$ cat config.mk
export PLATFORM = sky130hd
export DESIGN_NAME = ivf_framer
export DESIGN_NICKNAME = d
export VERILOG_FILES = /design/src/ivf_pkg.sv /design/src/ivf_framer.sv /design/src/ivf_skid.sv
export SDC_FILE = /design/constraint.sdc
export NUM_CORES = 1
export LEC_CHECK = 0
export ABC_AREA = 1
export BUFFER_PORTS_ARGS = -buffer_cell sky130_fd_sc_hd__buf_2
export CORE_AREA = 2 2 127 252
export CTS_BUF_LIST = sky130_fd_sc_hd__clkbuf_8
export DETAILED_ROUTE_END_ITERATION = 16
export DIE_AREA = 0 0 129 254
export GPL_TIMING_DRIVEN = 0
export PLACE_DENSITY = 0.69
export SYNTH_ARGS = -nofsm -noshare
export SYNTH_HDL_FRONTEND = slang
export SYNTH_SLANG_ARGS = --single-unit
$ cat constraint.sdc
create_clock -name clk -period 2.5 [get_ports clk]
set_input_delay 0 -clock clk [delete_from_list [all_inputs] [get_ports clk]]
set_output_delay 0 -clock clk [all_outputs]
set_load 0.005 [all_outputs]
$ cat src/ivf_pkg.sv
// package: constants for the isochronous video packet framer
package ivf_pkg;
  localparam int QUAD_W = 32;
  localparam int BYTES_PER_QUAD = 4;
  localparam int LEN_W = 16;
  localparam int CHAN_W = 6;
  localparam int SPD_W = 3;
  localparam int PKTQ_W = 13;
  localparam logic [1:0] TAG_VAL = 2'h0;
  localparam logic [3:0] TCODE_ISO_BLOCK = 4'hA;
  localparam logic [3:0] SY_FIRST = 4'h1;
  localparam logic [3:0] SY_OTHER = 4'h0;
  localparam int HDR_LEN_LSB = 16;
  localparam int HDR_TAG_LSB = 14;
  localparam int HDR_CHAN_LSB = 8;
  localparam int HDR_TCODE_LSB = 4;
  localparam int HDR_SY_LSB = 0;
  localparam logic [31:0] CRC_POLY = 32'h04C11DB7;
  localparam logic [31:0] CRC_INIT = 32'hFFFFFFFF;
  localparam logic [2:0] SPD_S100 = 3'h0;
  localparam logic [2:0] SPD_S200 = 3'h1;
  localparam logic [2:0] SPD_S400 = 3'h2;
  localparam logic [2:0] SPD_S800 = 3'h3;
  localparam logic [2:0] SPD_S1600 = 3'h4;
  localparam logic [2:0] SPD_S3200 = 3'h5;
  localparam logic [12:0] MAX_Q_S100 = 13'h0100;
  typedef enum logic [4:0] {
    ST_IDLE = 5'b00001,
    ST_HDR = 5'b00010,
    ST_HCRC = 5'b00100,
    ST_PAY = 5'b01000,
    ST_DCRC = 5'b10000
  } ivf_state_t;
endpackage

$ cat src/ivf_framer.sv
// isochronous video packet framer top
// Operation
// - length field holds payload byte count
// - tag field always zero
// - channel is last programmed channel
// - tcode is isochronous block code
// - sync 0001h on frame's first block
// - payload carries current frame video
// - sizes counted in four-byte quadlets
// - combination streams only at required speed or faster
// - per-period quadlets follow selected mode
// - partial format size agreed at runtime
`timescale 1ns/1ps
module ivf_framer #(
  parameter int PKTQ_W = 13
) (
  input wire logic clk,
  input wire logic nrst,
  input wire logic [ivf_pkg::CHAN_W-1:0] iso_channel,
  input wire logic [ivf_pkg::SPD_W-1:0] bus_speed,
  input wire logic [ivf_pkg::SPD_W-1:0] need_speed,
  input wire logic [PKTQ_W-1:0] pkt_quads,
  input wire logic start,
  input wire logic frame_first,
  output logic start_ready,
  output logic speed_err,
  input wire logic vid_valid,
  output logic vid_ready,
  input wire logic [ivf_pkg::QUAD_W-1:0] vid_data,
  output logic tx_valid,
  input wire logic tx_ready,
  output logic [ivf_pkg::QUAD_W-1:0] tx_data,
  output logic tx_last
);
  import ivf_pkg::*;

  function automatic logic [31:0] crc_step(input logic [31:0] c, input logic [31:0] d);
    logic [31:0] r;
    r = c;
    for (int i = 31; i >= 0; i--) begin
      r = (r[31] ^ d[i]) ? ((r << 1) ^ CRC_POLY) : (r << 1);
    end
    return r;
  endfunction

  ivf_state_t st_q, st_d;
  logic [PKTQ_W-1:0] left_q, left_d;
  logic [31:0] crc_q, crc_d;
  logic [31:0] hdr_q, hdr_d;
  logic start_ready_q, speed_err_q, speed_err_d;
  logic b_valid, b_ready, b_last, b_push;
  logic [31:0] b_data;
  logic o_valid, o_last;
  logic [31:0] o_data;
  logic speed_ok;

  assign speed_ok = (bus_speed >= need_speed);
  assign b_push = b_valid && b_ready;

  always_comb begin
    st_d = st_q;
    left_d = left_q;
    crc_d = crc_q;
    hdr_d = hdr_q;
    speed_err_d = speed_err_q;
    b_valid = 1'b0;
    b_data = '0;
    b_last = 1'b0;
    case (st_q)
      ST_IDLE: begin
        if (start) begin
          speed_err_d = !speed_ok;
          if (speed_ok && pkt_quads != '0) begin
            left_d = pkt_quads;
            hdr_d = '0;
            hdr_d[HDR_LEN_LSB +: LEN_W] =
              LEN_W'({pkt_quads, 2'h0});
            hdr_d[HDR_TAG_LSB +: 2] = TAG_VAL;
            hdr_d[HDR_CHAN_LSB +: CHAN_W] = iso_channel;
            hdr_d[HDR_TCODE_LSB +: 4] = TCODE_ISO_BLOCK;
            hdr_d[HDR_SY_LSB +: 4] = frame_first ? SY_FIRST : SY_OTHER;
            st_d = ST_HDR;
          end
        end
      end
      ST_HDR: begin
        b_valid = 1'b1;
        b_data = hdr_q;
        if (b_ready) begin
          crc_d = ~crc_step(CRC_INIT, hdr_q);
          st_d = ST_HCRC;
        end
      end
      ST_HCRC: begin
        b_valid = 1'b1;
        b_data = crc_q;
        if (b_ready) begin
          crc_d = CRC_INIT;
          st_d = ST_PAY;
        end
      end
      ST_PAY: begin
        b_valid = vid_valid;
        b_data = vid_data;
        if (b_push) begin
          crc_d = crc_step(crc_q, vid_data);
          left_d = left_q - PKTQ_W'(1);
          if (left_q == PKTQ_W'(1)) begin
            st_d = ST_DCRC;
          end
        end
      end
      ST_DCRC: begin
        b_valid = 1'b1;
        b_data = ~crc_q;
        b_last = 1'b1;
        if (b_ready) begin
          st_d = ST_IDLE;
        end
      end
      default: begin
        st_d = ST_IDLE;
      end
    endcase
  end

  // vid_ready is combinational toward the buffer so no word slips
  assign vid_ready = (st_q == ST_PAY) && b_ready;

  ivf_skid #(
    .W(QUAD_W),
    .DEPTH(2)
  ) u_skid (
    .clk(clk),
    .nrst(nrst),
    .in_valid(b_valid),
    .in_ready(b_ready),
    .in_data(b_data),
    .in_last(b_last),
    .out_valid(o_valid),
    .out_ready(tx_ready),
    .out_data(o_data),
    .out_last(o_last)
  );

  always_ff @(posedge clk) begin
    if (!nrst) begin
      st_q <= ST_IDLE;
      left_q <= '0;
      crc_q <= CRC_INIT;
      hdr_q <= '0;
      speed_err_q <= 1'b0;
      start_ready_q <= 1'b0;
    end else begin
      st_q <= st_d;
      left_q <= left_d;
      crc_q <= crc_d;
      hdr_q <= hdr_d;
      speed_err_q <= speed_err_d;
      start_ready_q <= (st_d == ST_IDLE);
    end
  end

  assign start_ready = start_ready_q;
  assign speed_err = speed_err_q;
  assign tx_valid = o_valid;
  assign tx_data = o_data;
  assign tx_last = o_last;
endmodule

$ cat src/ivf_skid.sv
// two-entry buffer between framer and link
`timescale 1ns/1ps
module ivf_skid #(
  parameter int W = 32,
  parameter int DEPTH = 2
) (
  input wire logic clk,
  input wire logic nrst,
  input wire logic in_valid,
  output logic in_ready,
  input wire logic [W-1:0] in_data,
  input wire logic in_last,
  output logic out_valid,
  input wire logic out_ready,
  output logic [W-1:0] out_data,
  output logic out_last
);
  logic [W:0] mem_q [DEPTH];
  logic [W:0] mem_d [DEPTH];
  logic [1:0] cnt_q, cnt_d;
  logic push, pop;
  assign in_ready = (cnt_q < 2'(DEPTH));
  assign out_valid = (cnt_q != 2'h0);
  assign out_data = mem_q[0][W-1:0];
  assign out_last = mem_q[0][W];
  assign push = in_valid && in_ready;
  assign pop = out_valid && out_ready;
  always_comb begin
    mem_d = mem_q;
    cnt_d = cnt_q;
    if (pop) begin
      mem_d[0] = mem_q[1];
    end
    if (push) begin
      mem_d[(pop ? cnt_q - 2'h1 : cnt_q) == 2'h0 ? 0 : 1] = {in_last, in_data};
    end
    cnt_d = cnt_q + 2'(push) - 2'(pop);
  end
  always_ff @(posedge clk) begin
    if (!nrst) begin
      cnt_q <= 2'h0;
      for (int i = 0; i < DEPTH; i++) begin
        mem_q[i] <= '0;
      end
    end else begin
      cnt_q <= cnt_d;
      mem_q <= mem_d;
    end
  end
endmodule

==> impl_metrics.py <==
metrics = {
    "critical_path": {
        "cp.required_ps": 2900,
        "criticalPathCategory": "flip-flop to flip-flop",
        "arrival_ps": 4270,
        "cp-end-kind": "flip-flop",
        "cpPeakStageDelay_ps": 500,
        "critPathLaunchType": "flip-flop",
        "path_cells": "buf_6 -> nand2_4 -> nand2_8 -> nand2_4 -> nand2_8 -> nand2_4 -> nand2_8 -> nand3_2 -> nand2_2 -> nand2_4 -> nand2_8 -> buf_4 -> xor2_1 -> nand2_1 -> nand2_4 -> inv_8 -> nand2_4 -> nand2_8 -> xor2_2 -> nand2_1 -> nand2_1 -> o21bai_1 -> nand2_1 -> nand2_1",
        "slowest_stage": "dfxtp_4",
        "cp_common_cell": "nand2_4",
        "crit_path_max_fanout": 8,
    },
    "floorplanning": {
        "rows": 91,
        "pin_count": 100,
        "die_width_um": 129,
        "die-area_sq_um": 32800,
        "core_sq_um": 30900,
        "initial_core_util": 0.492,
        "die_h_um": 254,
    },
    "placement": {
        "port_buffers": 98,
        "gp_congestion": 1.03,
        "dp_hpwl_um": 51200,
        "placedCellCount": 2984,
    },
    "run": {
        "max_cap_violations": 0,
    },
    "logic_synthesis": {
        "synthDistinctLibCells": 52,
        "synth-main-ff-cell": "dfxtp_1",
        "synth-compound-area-share": 0.127,
        "synth_top_area_frac": 0.214,
        "synth_top_area_cell": "nand2_1",
        "syn_area_sq_um": 15200,
        "synth_cells": 2468,
        "syn_nets": 2539,
        "muxShareOfSynthArea": 0,
        "synth_edf_count": 0,
        "yosys.area_share.simple": 0.387,
        "synthAdderAreaFrac": 0.00660,
        "ys_ff_latch": 141,
        "ys_top_cells_by_area": "nand2_1, dfxtp_1, xor2_1",
        "synth_warnings": 0,
        "async_flop_share": 0,
        "seq_area_frac_synth": 0.186,
        "synth_top_family_by_area": "simple AND/OR/NAND/NOR gates",
        "syn_avg_cell_area_sq_um": 6.15,
        "synth_xor_area_frac": 0.191,
    },
    "global_routing": {
        "gr-total-overflow": 0,
        "grt_pass1_vias": 18541,
        "grt_pass1_wl_um": 106000,
        "grt_max_degree": 17,
        "grt_usage": 0.434,
        "antenna_found_initial": 5,
    },
    "cts": {
        "clock_sinks": 141,
        "path_clk_slew_ps": 90,
        "cts-root-buf": "clkbuf_8",
        "insertion_delay_ps": 460,
        "tritoncts": "built",
        "cts_made_buffers": 17,
        "ctsHtreeMaxLevel": 4,
        "clockBufferDepth": 2,
    },
    "timing": {
        "min_period_ps": 3870,
        "slew_viol_final": 0,
        "finalCritPeriodShare": 1.55,
        "worst_pin_slew_ps": 899,
        "clock-skew-final_ps": 18.0,
        "setup_violations": 32,
        "rsz0062_at_grt": "true",
        "finalWorstSetupSlack_ps": -1370,
        "slew_headroom": 0.401,
        "fmax_mhz": 258,
        "report.final.hold_viol_count": 0,
    },
    "drt": {
        "vias_per_cell": 5.87,
        "post_drt_wl_per_cell_um": 23.7,
        "drt_first_iter_violations": 1555,
        "dr.pass1.iters": 8,
        "drc": 0,
        "wirelength_um": 76900,
        "ant_nets": 0,
        "num_vias": 19055,
    },
    "finish": {
        "areaGrowthSynthToFinish_pct": 52.5,
        "layout-drive-gt1-share": 0.412,
        "stdcell_count": 3246,
        "fin_nets": 2885,
    },
    "status": {
        "violations": "negative setup slack",
        "status": "finished, violations left",
    },
    "min_path": {
        "min_path_type": "input port to flip-flop",
    },
}
## cells by family after synthesis
group                    count (synthesis)
adder cells (fa/ha/maj)                  8
flip-flops                             141
XOR/XNOR                               286
buffers and inverters                  353
AO/OA/AOI/OAI                          352
AND/OR/NAND/NOR                       1328
## worst max-delay path, delay by kind of cell (launching register included)
family	cells	cell delay, ps
buffers and inverters	3	380
AOI/OAI and AO/OA	1	240
and+or+nand+nor	18	2250
xor gates and xnor gates	2	360
DFF	1	500
## Yosys cell counts (5+ instances only)
library cell	n
a211oi_1	5
a21oi_1	146
a221oi_1	22
a31oi_1	8
buf_1	5
buf_2	6
buf_4	34
buf_6	7
clkbuf_1	54
dfxtp_1	141
ha_1	8
inv_1	209
inv_2	28
nand2_1	863
nand2_2	85
nand2_4	25
nand3_1	220
nand3_2	11
nand3b_1	8
nand4_1	7
nor2_1	81
nor3_1	5
nor4_1	5
o21ai_0	127
o21ai_1	6
o22ai_1	29
or2_2	7
xnor2_1	57
xnor2_2	7
xnor2_4	5
xor2_1	194
xor2_2	16
xor2_4	7
## per-layer routing
| layer | vias to the layer above | track usage | wire, um | share of wire |
|---|---|---|---|---|
| li1 | 8516 | - | - | - |
| met1 | 8746 | 0.379 | 22100 | 0.29 |
| met3 | 625 | 0.137 | 8110 | 0.11 |
| met4 | 6 | 0.467 | 11300 | 0.15 |
| met2 | 1162 | 0.736 | 35300 | 0.46 |
| met5 | - | 0 | 37 | 0.00048 |
## layout by cell type, fill, tap and decap left out, drive strengths merged
cell	Yosys	routed
clkbuf	55	71
xor2	217	217
inv	240	245
ha	8	8
o2111ai	1	1
a221oi	22	22
buf	52	357
nor2	85	86
o21ai	133	133
o22ai	29	29
nand4	7	7
nor3	5	5
dfxtp	141	141
nand3b	8	8
diode	0	2
o211ai	1	1
clkinv	4	8
nand2b	1	1
o221ai	1	1
a21oi	146	146
o21bai	2	2
nand3	232	232
o41ai	1	1
a211oi	5	5
a31oi	8	8
xnor2	69	69
dlygate4sd3	2	23
clkdlybuf4s50	0	1
clkinvlp	0	4
a22oi	1	1
nand2	974	975
nor4	5	5
a21o	2	2
or2	11	11
## final timing paths
path / startpoint / end / slack, ps / cells past startpoint
worst max-delay path: crc_q[31] / crc_q[28] / -1370 / 24
worst min-delay path: vid_data[4] / u_skid.out_data[4] / 80 / 3
worst max register to register: crc_q[31] / crc_q[28] / -1370 / 24
worst min register to register: flip-flop / flip-flop / 460 / 2
## stage by stage
| stage | hold slack (ps) | utilization | setup TNS [ps] | instance area (sq um) | worst slack [ps] |
|---|---|---|---|---|---|
| floorplan | 135 | - | -3610 | 16000 | -251 |
| global placement | 224 | 0.551 | -98910 | 17000 | -1180 |
| detailed placement | 232 | 0.551 | -100700 | 17000 | -1240 |
| CTS | 19.8 | 0.695 | -17310 | 21500 | -645 |
| global route | 67.7 | 0.749 | -37720 | 23100 | -1440 |
| finish | 80.0 | 0.749 | -36450 | 23100 | -1370 |
## layout make-up
type                       count  area [sq um]
antenna                        2          5.00
buffer                       108           712
clock buffer                  18           248
clock inverter                13           105
fill                        2250          7730
inverter                     244          1050
multi-input combinational   1976         15000
sequential                   141          2880
tap                          418           523
timing repair buffer         326          2550
## what timing repair did
item | 4_1_cts | 5_1_grt
endpoints found under the setup margin | 114 | 109
gates cloned | 2 | 1
hold buffers | 21 | 1
buffers inserted | 160 | 46
endpoints found under the hold margin | 34 | 1
gates resized for setup | 551 | 287
pin swaps | 180 | 163
Power is left out: the tool's default activity adds up to more than one toggle a clock period on the data nets, which glitch-free logic cannot reach.
